==> src/include/bit_rate_pkg.sv <==
package bit_rate_pkg;

    // Register byte offsets
    localparam logic [7:0] serial_mode_reg_offset = 8'h04;
    localparam logic [7:0] bit_rate_divider_reg_offset = 8'h20;
    localparam logic [7:0] status_reg_offset = 8'h14;

    // serial_mode_reg fields
    localparam int clock_source_select_pos = 4;
    localparam int char_length_pos = 6;
    localparam int sync_mode_pos = 8;
    localparam int parity_pos = 9;
    localparam int stop_bits_pos = 12;
    localparam int msb_first_pos = 16;
    localparam int nine_bit_pos = 17;
    localparam int oversample_pos = 19;
    localparam int special_mode_pos = 0;

    // bit_rate_divider_reg fields
    localparam int integer_divider_pos = 0;
    localparam int fractional_part_pos = 16;

    localparam logic [31:0] serial_mode_reset = 32'h0000_0000;
    localparam logic [15:0] integer_divider_reset = 16'h0000;
    localparam logic [2:0] fractional_part_reset = 3'h0;

    // Fixed prescale of the master clock for source select 1
    localparam logic [3:0] fixed_prescale = 4'h8;
    localparam logic [4:0] oversample_16 = 5'h10;
    localparam logic [4:0] oversample_8 = 5'h08;
    localparam logic [2:0] fraction_steps = 3'h7;

    typedef enum logic [1:0]
    {
        src_master = 2'h0,
        src_prescaled = 2'h1,
        src_reserved = 2'h2,
        src_external = 2'h3
    } clock_source_t;

    typedef enum logic [2:0]
    {
        par_even = 3'h0,
        par_odd = 3'h1,
        par_space = 3'h2,
        par_mark = 3'h3,
        par_none = 3'h4
    } parity_t;

endpackage

==> src/verilog/ext_clock_sync.sv <==
`timescale 1ns/1ps
// Serial clock pin synchroniser with rising edge detect
module ext_clock_sync
(
    input wire logic pclk,
    input wire logic presetn,
    input wire logic serial_clock_in,
    output logic rise
);
    logic meta;
    logic stable;
    logic prev;
    logic next_meta;
    logic next_stable;
    logic next_prev;

    always_comb
    begin
        next_meta = serial_clock_in;
        next_stable = meta;
        next_prev = stable;
    end

    always_ff @(posedge pclk or negedge presetn)
    begin
        if (!presetn)
        begin
            meta <= 1'b0;
            stable <= 1'b0;
            prev <= 1'b0;
        end
        else
        begin
            meta <= next_meta;
            stable <= next_stable;
            prev <= next_prev;
        end
    end

    // Edges are only seen if each phase outlasts a pclk period
    assign rise = stable & ~prev;
endmodule

==> src/verilog/serial_baud_rate_generator.sv <==
`timescale 1ns/1ps
// How it works
// - Source is master clock, master clock divided by 8, or serial clock pin.
// - Selected source is divided by a sixteen-bit integer divider.
// - Divider zero stops all bit-period ticks, except source three in sync mode.
// - Divider one passes the selected source straight through unless a fraction applies.
// - Async mode: divided clock samples, then divided by 16 or 8 for bits.
// - Oversampling bit one gives x8 sampling, zero gives x16.
// - Async bit rate is source over 8 times (2-over) times divider.
// - Nonzero fraction adds fraction/8 to the divider.
// - Fractional division only in async normal mode, not sync or special modes.
// - Character length five to nine bits, MSB or LSB first.
// - Stop bits 1, 1.5, 2 async; only 1 or 2 synchronous.
// - Parity even, odd, mark, space or none.
// - Modem bits for absent pins change nothing.
// - Gated clock resumes from the exact held state.
// - Configuration writes accepted while the clock enable is off.
// - Sync mode bit rate is selected clock over divider only, except source three.
// - Source three in sync mode uses pin clock directly, divider ignored.
module serial_baud_rate_generator
(
    input wire logic pclk,
    input wire logic presetn,
    input wire logic psel,
    input wire logic penable,
    input wire logic pwrite,
    input wire logic [7:0] paddr,
    input wire logic [31:0] pwdata,
    output logic [31:0] prdata,
    output logic pready,
    output logic pslverr,
    input wire logic peripheral_clock_enable,
    input wire logic serial_clock_in,
    input wire logic modem_pins_present,
    output logic sample_tick,
    output logic bit_tick,
    output logic [3:0] char_bits,
    output logic msb_first,
    output logic [2:0] parity_mode,
    output logic [1:0] stop_bits,
    output logic sync_mode,
    output logic modem_controls_active
);
    logic [31:0] serial_mode_reg;
    logic [15:0] integer_divider;
    logic [2:0] fractional_part;
    logic [31:0] next_serial_mode_reg;
    logic [15:0] next_integer_divider;
    logic [2:0] next_fractional_part;
    logic [3:0] pre_count;
    logic [3:0] next_pre_count;
    logic [15:0] div_count;
    logic [15:0] next_div_count;
    logic [2:0] frac_phase;
    logic [2:0] next_frac_phase;
    logic [4:0] over_count;
    logic [4:0] next_over_count;
    logic sample_q;
    logic next_sample_q;
    logic bit_q;
    logic next_bit_q;
    logic [31:0] next_prdata;
    logic ext_rise;
    logic src_tick;
    logic div_tick;
    logic [15:0] div_limit;
    logic extra_cycle;
    logic [1:0] src_sel;
    logic oversample8;
    logic special_mode;
    logic wr_en;

    ext_clock_sync u_sync
    (
        .pclk(pclk),
        .presetn(presetn),
        .serial_clock_in(serial_clock_in),
        .rise(ext_rise)
    );

    // APB slave, zero wait state
    assign pready = 1'b1;
    assign pslverr = 1'b0;
    // Register writes bypass the clock enable so setup works while gated
    assign wr_en = psel & penable & pwrite;

    always_comb
    begin
        next_serial_mode_reg = serial_mode_reg;
        next_integer_divider = integer_divider;
        next_fractional_part = fractional_part;
        next_prdata = prdata;
        if (wr_en && paddr == bit_rate_pkg::serial_mode_reg_offset)
        begin
            next_serial_mode_reg = pwdata;
        end
        if (wr_en && paddr == bit_rate_pkg::bit_rate_divider_reg_offset)
        begin
            next_integer_divider = pwdata[bit_rate_pkg::integer_divider_pos +: 16];
            next_fractional_part = pwdata[bit_rate_pkg::fractional_part_pos +: 3];
        end
        if (psel && !penable && !pwrite)
        begin
            case (paddr)
                bit_rate_pkg::serial_mode_reg_offset:
                    next_prdata = serial_mode_reg;
                bit_rate_pkg::bit_rate_divider_reg_offset:
                    next_prdata = {13'h0000, fractional_part, integer_divider};
                bit_rate_pkg::status_reg_offset:
                    next_prdata = {27'h0000000, over_count};
                default:
                    next_prdata = 32'h0000_0000;
            endcase
        end
    end

    always_ff @(posedge pclk or negedge presetn)
    begin
        if (!presetn)
        begin
            serial_mode_reg <= bit_rate_pkg::serial_mode_reset;
            integer_divider <= bit_rate_pkg::integer_divider_reset;
            fractional_part <= bit_rate_pkg::fractional_part_reset;
            prdata <= 32'h0000_0000;
        end
        else
        begin
            serial_mode_reg <= next_serial_mode_reg;
            integer_divider <= next_integer_divider;
            fractional_part <= next_fractional_part;
            prdata <= next_prdata;
        end
    end

    assign src_sel = serial_mode_reg[bit_rate_pkg::clock_source_select_pos +: 2];
    assign sync_mode = serial_mode_reg[bit_rate_pkg::sync_mode_pos];
    assign oversample8 = serial_mode_reg[bit_rate_pkg::oversample_pos];
    assign special_mode = serial_mode_reg[bit_rate_pkg::special_mode_pos +: 4] != 4'h0;

    // Frame format decode
    always_comb
    begin
        // 9 bits override the length field
        if (serial_mode_reg[bit_rate_pkg::nine_bit_pos])
        begin
            char_bits = 4'h9;
        end
        else
        begin
            char_bits = 4'h5 + {2'h0, serial_mode_reg[bit_rate_pkg::char_length_pos +: 2]};
        end
        msb_first = serial_mode_reg[bit_rate_pkg::msb_first_pos];
        case (serial_mode_reg[bit_rate_pkg::parity_pos +: 3])
            3'h0, 3'h1, 3'h2, 3'h3:
                parity_mode = serial_mode_reg[bit_rate_pkg::parity_pos +: 3];
            default:
                parity_mode = bit_rate_pkg::par_none;
        endcase
        stop_bits = serial_mode_reg[bit_rate_pkg::stop_bits_pos +: 2];
        // 1.5 stop bits not allowed in synchronous mode
        if (stop_bits == 2'h1 && sync_mode)
        begin
            stop_bits = 2'h0;
        end
        else if (stop_bits == 2'h3)
        begin
            stop_bits = 2'h0;
        end
    end

    assign modem_controls_active = modem_pins_present;

    // Source select; all counters freeze when gated, so work resumes in place
    always_comb
    begin
        next_pre_count = pre_count;
        src_tick = 1'b0;
        if (peripheral_clock_enable)
        begin
            case (bit_rate_pkg::clock_source_t'(src_sel))
                bit_rate_pkg::src_master:
                    src_tick = 1'b1;
                bit_rate_pkg::src_prescaled:
                begin
                    if (pre_count == bit_rate_pkg::fixed_prescale - 4'h1)
                    begin
                        next_pre_count = 4'h0;
                        src_tick = 1'b1;
                    end
                    else
                    begin
                        next_pre_count = pre_count + 4'h1;
                    end
                end
                bit_rate_pkg::src_external:
                    src_tick = ext_rise;
                default:
                    src_tick = 1'b0;
            endcase
        end
    end

    // Fraction: first fractional_part of each 8 periods count one extra
    assign extra_cycle = fractional_part != 3'h0 && !special_mode && !sync_mode
        && frac_phase < fractional_part;
    assign div_limit = extra_cycle ? integer_divider : integer_divider - 16'h0001;

    always_comb
    begin
        next_div_count = div_count;
        next_frac_phase = frac_phase;
        div_tick = 1'b0;
        if (sync_mode && bit_rate_pkg::clock_source_t'(src_sel) == bit_rate_pkg::src_external)
        begin
            div_tick = src_tick;
        end
        else if (integer_divider == 16'h0000)
        begin
            div_tick = 1'b0;
            next_div_count = 16'h0000;
        end
        else if (integer_divider == 16'h0001 && !extra_cycle)
        begin
            div_tick = src_tick;
            // Phase must advance here too, or the stretch never recurs
            if (src_tick)
            begin
                next_frac_phase = frac_phase + 3'h1;
            end
        end
        else if (src_tick)
        begin
            if (div_count >= div_limit)
            begin
                next_div_count = 16'h0000;
                div_tick = 1'b1;
                next_frac_phase = frac_phase + 3'h1;
            end
            else
            begin
                next_div_count = div_count + 16'h0001;
            end
        end
    end

    // Oversampling stage
    always_comb
    begin
        next_over_count = over_count;
        next_sample_q = 1'b0;
        next_bit_q = 1'b0;
        if (div_tick)
        begin
            next_sample_q = 1'b1;
            if (sync_mode)
            begin
                next_bit_q = 1'b1;
            end
            else if (over_count >= (oversample8 ? bit_rate_pkg::oversample_8
                : bit_rate_pkg::oversample_16) - 5'h01)
            begin
                next_over_count = 5'h00;
                next_bit_q = 1'b1;
            end
            else
            begin
                next_over_count = over_count + 5'h01;
            end
        end
    end

    always_ff @(posedge pclk or negedge presetn)
    begin
        if (!presetn)
        begin
            pre_count <= 4'h0;
            div_count <= 16'h0000;
            frac_phase <= 3'h0;
            over_count <= 5'h00;
            sample_q <= 1'b0;
            bit_q <= 1'b0;
        end
        else
        begin
            pre_count <= next_pre_count;
            div_count <= next_div_count;
            frac_phase <= next_frac_phase;
            over_count <= next_over_count;
            sample_q <= next_sample_q;
            bit_q <= next_bit_q;
        end
    end

    assign sample_tick = sample_q;
    assign bit_tick = bit_q;
endmodule
==> config.mk <==
export PLATFORM = sky130hd
export DESIGN_NAME = serial_baud_rate_generator
export DESIGN_NICKNAME = d
export VERILOG_FILES = /design/src/include/bit_rate_pkg.sv /design/src/verilog/ext_clock_sync.sv /design/src/verilog/serial_baud_rate_generator.sv
export SDC_FILE = /design/constraint.sdc
export NUM_CORES = 1
export LEC_CHECK = 0
export BUFFER_PORTS_ARGS = -buffer_cell sky130_fd_sc_hd__buf_2
export CAP_MARGIN = 10
export CORE_MARGIN = 1
export CORE_UTILIZATION = 35
export CTS_CLUSTER_DIAMETER = 60
export DETAILED_ROUTE_END_ITERATION = 8
export PLACE_DENSITY = 0.53
export SLEW_MARGIN = 40
export SYNTH_ARGS = -nofsm -noshare
export SYNTH_HDL_FRONTEND = slang
export SYNTH_SLANG_ARGS = --single-unit
==> constraint.sdc <==
create_clock -name pclk -period 4.8 [get_ports pclk]
set_clock_uncertainty 0.1 [all_clocks]
set_input_delay 0.48 -clock pclk [delete_from_list [all_inputs] [get_ports pclk]]
set_output_delay 0.48 -clock pclk [all_outputs]
set_load 0.05 [all_outputs]
# After elaboration in Yosys (flattened, before gate mapping)
# Index checks and enable logic that the tools add are counted.
[word_totals]
wordCells = 99
in_bits = 48
output_inout_bits = 48
register_bits = 116
[op_classes]
n_reduce_logical = 27
muxes = 29
add_sub_neg = 7
bitwise_logic = 7
eq_ne = 13
n_lt_le_gt_ge = 3
[ops]
columns = ["op", "n"]
rows = [
  ["one-hot mux 32 bit (3 select lines)", 1],
  ["two-way mux 16 bit", 5],
  ["adder 16 x 1 -> 16 bit, second input constant", 1],
  ["== test 16 x 1 -> 1 bit, second input constant", 1],
  ["greater-or-equal comparator 16 bit", 1],
  ["logical NOT 16 bit", 1],
  ["subtractor 16 x 1 -> 16 bit, second input constant", 1],
  ["two-way mux 3 bit", 5],
  ["two-way mux 1 bit", 11],
  ["logical AND 1 bit", 10],
  ["two-way mux 5 bit", 2],
  ["== test 8 x 3 -> 1 bit, second input constant", 1],
  ["== test 8 x 5 -> 1 bit, second input constant", 1],
  ["== test 8 x 6 -> 1 bit, second input constant", 1],
  ["two-way mux 4 bit", 2],
  ["== test 3 x 2 -> 1 bit, second input constant", 2],
  ["adder 5 x 1 -> 5 bit, second input constant", 1],
  ["greater-or-equal comparator 5 bit", 1],
  ["logical NOT 1 bit", 5],
  ["subtractor 5 x 1 -> 5 bit, second input constant", 1],
  ["adder 3 x 2 -> 4 bit, first input constant", 1],
  ["adder 4 x 1 -> 4 bit, second input constant", 1],
  ["== test 2 x 1 -> 1 bit, second input constant", 2],
  ["== test 2 bit, second input constant", 2],
  ["18 further kinds", 26],
]

# Logic depth before layout (Yosys ltp)
[depth]
depth_word = 13
mapped_depth = 17
depth_no_buf = 14

# By module
# From an unflattened synthesis, not the netlist that was laid out.
[hier_totals]
hier_cells = 557
hier_area_um2 = 5910.7
[modules_own_cells]
columns = ["module", "area_per_inst_um2", "instances", "cells_each", "seq_area_each_um2"]
rows = [
  ["serial_baud_rate_generator", 5821.8, 1, 553, 2827.7],
  ["ext_clock_sync", 88.8, 1, 4, 75.1],
]

# Least setup slack after synthesis
# OpenSTA, ideal clock, no wires.
[synth_timing]
kind = "reg-to-reg"
from = "register serial_mode_reg[8]"
to = "register over_count[4]"
arrival_ps = 3599
stages_incl_launch_ff = 14
required_ps = 4575
setup_time_ps = 125
setup_slack_ps = 976
n_path_buf = 1
synth_period_minus_slack_ps = 3824
cell_sequence = "dfrtp_1 -> clkbuf_1 -> nor4_1 -> o21ai_0 -> nand3_1 -> or4_1 -> xor2_1 -> ha_1 -> a21oi_1 -> o21ai_0 -> a311oi_1 -> nand3_1 -> o21ai_0 -> mux2_2"
[synth_between]
elab_chain_cells = 11
elab_cells_between_ends = 15
classes_between = "order compare (1); mux (6); bitwise (1); reduce/logical (7)"
[synth_rtl]
columns = ["item", "line", "rtl"]
rows = [
  ["start, declared", "serial_baud_rate_generator.sv:44", "logic [31:0] serial_mode_reg;"],
  ["start signal, assigned", "serial_baud_rate_generator.sv:121", "serial_mode_reg <= bit_rate_pkg::serial_mode_reset;"],
  ["start signal, assigned", "serial_baud_rate_generator.sv:128", "serial_mode_reg <= next_serial_mode_reg;"],
  ["logical NOT 1 bit", "serial_baud_rate_generator.sv:204", "assign extra_cycle = fractional_part != 3'h0 && !special_mode && !sync_mode"],
  ["logical AND 1 bit", "serial_baud_rate_generator.sv:204", ""],
  ["logical AND 1 bit", "serial_baud_rate_generator.sv:205", "&& frac_phase < fractional_part;"],
  ["two-way mux 16 bit", "serial_baud_rate_generator.sv:206", "assign div_limit = extra_cycle ? integer_divider : integer_divider - 16'h0001;"],
  ["greater-or-equal comparator 16 bit", "serial_baud_rate_generator.sv:233", "if (div_count >= div_limit)"],
  ["two-way mux 1 bit", "serial_baud_rate_generator.sv:233", ""],
  ["two-way mux 1 bit", "serial_baud_rate_generator.sv:231", "else if (src_tick)"],
  ["two-way mux 1 bit", "serial_baud_rate_generator.sv:222", "else if (integer_divider == 16'h0001 && !extra_cycle)"],
  ["two-way mux 1 bit", "serial_baud_rate_generator.sv:217", "else if (integer_divider == 16'h0000)"],
  ["two-way mux 1 bit", "serial_baud_rate_generator.sv:213", "if (sync_mode && bit_rate_pkg::clock_source_t'(src_sel) == bit_rate_pkg::src_external)"],
  ["AND reduction 2 bit (no source line) (*)", "-", ""],
  ["end signal, assigned", "serial_baud_rate_generator.sv:288", "over_count <= next_over_count;"],
  ["end, declared", "serial_baud_rate_generator.sv:56", "logic [4:0] over_count;"],
]
# Every way passes the cells marked *; elsewhere a longest branch is shown, timed or not.
# A chain may end at the register's enable or synchronous reset.

# Worst setup path in the final report
[layout_timing]
from = "register integer_divider[6]"
to = "register over_count[4]"
[layout_between]
elab_chain_cells = 9
elab_cells_between_ends = 12
classes_between = "add/sub (1); order compare (1); eq/ne (1); mux (6); reduce/logical (3)"
[layout_rtl]
columns = ["item", "line", "rtl"]
rows = [
  ["start, declared", "serial_baud_rate_generator.sv:45", "logic [15:0] integer_divider;"],
  ["start signal, assigned", "serial_baud_rate_generator.sv:122", "integer_divider <= bit_rate_pkg::integer_divider_reset;"],
  ["start signal, assigned", "serial_baud_rate_generator.sv:129", "integer_divider <= next_integer_divider;"],
  ["subtractor 16 x 1 -> 16 bit", "serial_baud_rate_generator.sv:206", ""],
  ["two-way mux 16 bit", "serial_baud_rate_generator.sv:206", ""],
  ["greater-or-equal comparator 16 bit", "serial_baud_rate_generator.sv:233", ""],
  ["two-way mux 1 bit", "serial_baud_rate_generator.sv:233", ""],
  ["two-way mux 1 bit", "serial_baud_rate_generator.sv:231", ""],
  ["two-way mux 1 bit", "serial_baud_rate_generator.sv:222", ""],
  ["two-way mux 1 bit (*)", "serial_baud_rate_generator.sv:217", ""],
  ["two-way mux 1 bit (*)", "serial_baud_rate_generator.sv:213", ""],
  ["AND reduction 2 bit (no source line) (*)", "-", ""],
]
# Marked as above.

==> flow_summary.ini <==
[worst_setup_path]
r2r_start = integer_divider[6]$_DFFE_PN0P_
crit_slowest_cell = or4_1
r2r-end = over_count[4]$_DFFE_PN0P_
crit_chain = or4_1 -> nor3_1 -> nor3b_1 -> nand2_1 -> xor2_1 -> ha_1 -> a21oi_1 -> a21boi_0 -> a311oi_1 -> nand3_1 -> o21ai_0 -> mux2_2
worstPathArrival_ns = 4.46
critPathMaxStageDelay_ns = 0.62
rrSetupSlack_ns = 0.53
rr_worst_depth = 12
path_class = flop to flop
startpoint_type = flop
cp_max_fo = 6
required_ns = 5.00
end_kind = flop

[clock_tree]
cts_resized = 0
cts_hold_buf = 0
clkTransAtPathRegs_ns = 0.05
cts_sinks = 116
insertion_delay_ns = 0.42
cts_tree = done
htree_levels = 4
cts_buffer_depth = 2
cts-root-buf = clkbuf_16
cts-buffers-inserted = 17
cts_setup_buffers = 0

[finish]
seq_area_um2 = 2900
final.fill_count = 1589
n_antenna_cell = 0
syn_to_final_growth_pct = 21.1
multi_input_area_um2 = 2910
drive_above_1_share_pct = 24.0
nNetsFinal = 749
stdcell_count = 907

[logic_synthesis]
syn-num-nets = 664
synth_top_family_by_area = simple AND/OR/NAND/NOR gates
yosysSeqAreaShare_pct = 47.8
ys_top_cells_by_count = dfrtp_1 (116), nand2_1 (75), o21ai_0 (48)
synthDistinctLibCells = 58
synth_area_leaders = dfrtp_1 (48%), mux2_1 (5.6%), ha_1 (5.4%)
synthSimpleGateAreaFrac_pct = 16.4
synthAdderAreaFrac_pct = 5.36
synth.avg_cell_area_um2 = 10.3
synth-compound-area-share_pct = 12.5
yosysMostFrequentCell = dfrtp_1
yosysWarnings = 0
synthArstFlopShare_pct = 100
synth-xor-area-share_pct = 2.60
synthCells = 590
synth.top_cell.area_share_pct = 47.8
synthMuxAreaShare_pct = 10.9
synth_area_leader_cell = dfrtp_1
ys_ff_latch = 116
synth_flop_cell = dfrtp_1
synth_edf_count = 0
syn_area_um2 = 6070

[route]
drtPass1Iterations = 4
drc_errors = 0
drt-total-wl_mm = 15.4
vias = 4816
viasPerCell = 5.31
ant_nets = 0
wire_per_inst_um = 17.0
drt_iter0_markers = 317

[floorplan]
core-area_um2 = 16800
dieArea_um2 = 17900
num_rows = 47
die-height_um = 134
num_io_pins = 96
initial_core_util_pct = 36.2
die_w_um = 134

[timing]
post-route-period-util_pct = 88.9
setup_viol = 0
slew_viol_final = 0
tns_ns = 0
max_slew_margin_pct = 53.0
hold_ws_ns = -0.0109
period_minus_slack_ns = 4.27
hold_viol_final = 5
worst_pin_slew_ns = 0.705
clock.fmax_mhz = 234
rsz0062_at_grt = false

[grt]
grt_pass1_wl_mm = 25.2
grt_max_degree = 84
antenna_found_initial = 0
overflow = 0
grt_usage_pct = 18.2
grt_pass1_vias = 4801

[placement]
dpl.cell_count = 876
portBuffers = 91
dpl.hpwl_mm = 10.9
gp_congestion = 0.843

[status]
status = finished with violations
violations = negative hold slack

[run]
cap_violations = 0

[power_and_ir_drop]
power_density_nw_per_um2 = 405
ir_worst_vdd_v = 0.000235
p_leak_uw = 0.00350

[worst_hold_path]
hold_path_class = input port to asynchronous set/reset pin
cell type report:
cell class,instances,area share (%)
Tap cell,220,3.74
Sequential cell,116,39.5
Clock buffer,20,6.35
Multi-Input combinational cell,419,39.6
Inverter,19,0.970
Clock inverter,11,2.38
Timing Repair Buffer,102,7.44
kinds of logic (layout without fill, tap and decap cells):
logic type	after synthesis	after routing
flip-flops	116	116
buffers and inverters	55	152
XOR/XNOR	18	18
AND/OR/NAND/NOR	193	193
multiplexers	60	60
other	2	2
AO/OA/AOI/OAI	120	120
adder cells (fa/ha/maj)	26	26
worst max-delay path by stage:
| stage | start | end | slack (ns) | cells after the start |
|---|---|---|---|---|
| 3_3_place_gp | fractional_part[1]$_DFFE_PN0P_ | over_count[4]$_DFFE_PN0P_ | 0.70 | 14 |
| 4_1_cts | integer_divider[6]$_DFFE_PN0P_ | over_count[4]$_DFFE_PN0P_ | 0.53 | 12 |
| 3_5_place_dp | integer_divider[6]$_DFFE_PN0P_ | over_count[4]$_DFFE_PN0P_ | 0.56 | 12 |
| 6_report | integer_divider[6]$_DFFE_PN0P_ | over_count[4]$_DFFE_PN0P_ | 0.53 | 12 |
| 2_1_floorplan | serial_mode_reg[8]$_DFFE_PN0P_ | over_count[4]$_DFFE_PN0P_ | 0.98 | 13 |
| 5_1_grt | fractional_part[1]$_DFFE_PN0P_ | over_count[4]$_DFFE_PN0P_ | 0.24 | 14 |
critical path: cells and delay by family, from the launching register on:
kind	cells	cell delay [ns]
AOI/OAI and AO/OA	4	1.07
xor gates and xnor gates	1	0.18
adders and majority gates	1	0.32
DFF	1	0.43
muxes	1	0.40
and+or+nand+nor	5	1.66
cell usage in the layout (no fill, tap or decap), types with 4 or more instances in the layout:
master,synthesis,layout
xnor2_1,10,10
and3_1,6,6
clkbuf_16,0,17
a22oi_1,14,14
buf_2,6,90
a32oi_1,13,13
o22ai_1,7,7
nand2b_1,5,5
buf_4,7,11
bufinv_16,0,4
mux2i_1,10,10
nand4_1,13,13
or4_1,5,5
nor2b_1,5,5
inv_1,19,19
nor3_1,9,9
nor2_1,22,22
nand3_1,19,19
mux2_1,30,30
nand2_1,75,75
clkbuf_8,0,4
ha_1,26,26
dfrtp_1,116,116
a21oi_1,19,19
nor4_1,9,9
mux2_2,20,20
xor2_1,8,8
o21ai_0,48,48
through the flow:
step                setup slack (ns)  util, %  area (µm²)  hold WS (ns)  total power, µW
CTS                            0.530     43.9        7350        0.0550             3010
detailed placement             0.557     40.0        6710         0.248             1630
floorplan                      0.976        -        6070        0.0844             1480
finish                         0.535     43.9        7350       -0.0109             2980
global route                   0.240     43.9        7350        0.0613             3130
global placement               0.699     40.0        6700         0.247             1620
metal layers:
metal | vias to the layer above | routed length, µm | GRT usage [%] | share of wire (%)
met5 | - | 0 | 0 | 0
met2 | 110 | 7490 | 30.0 | 49
met4 | 0 | 149 | 6.82 | 0.97
met3 | 14 | 704 | 3.61 | 4.6
li1 | 2317 | - | - | -
met1 | 2375 | 7080 | 23.7 | 46
report_power, final:
group	switching, µW	internal (µW)
Sequential	68.9	1040
Combinational	313	196
Clock	456	909
(Power assumes the default switching activity.)
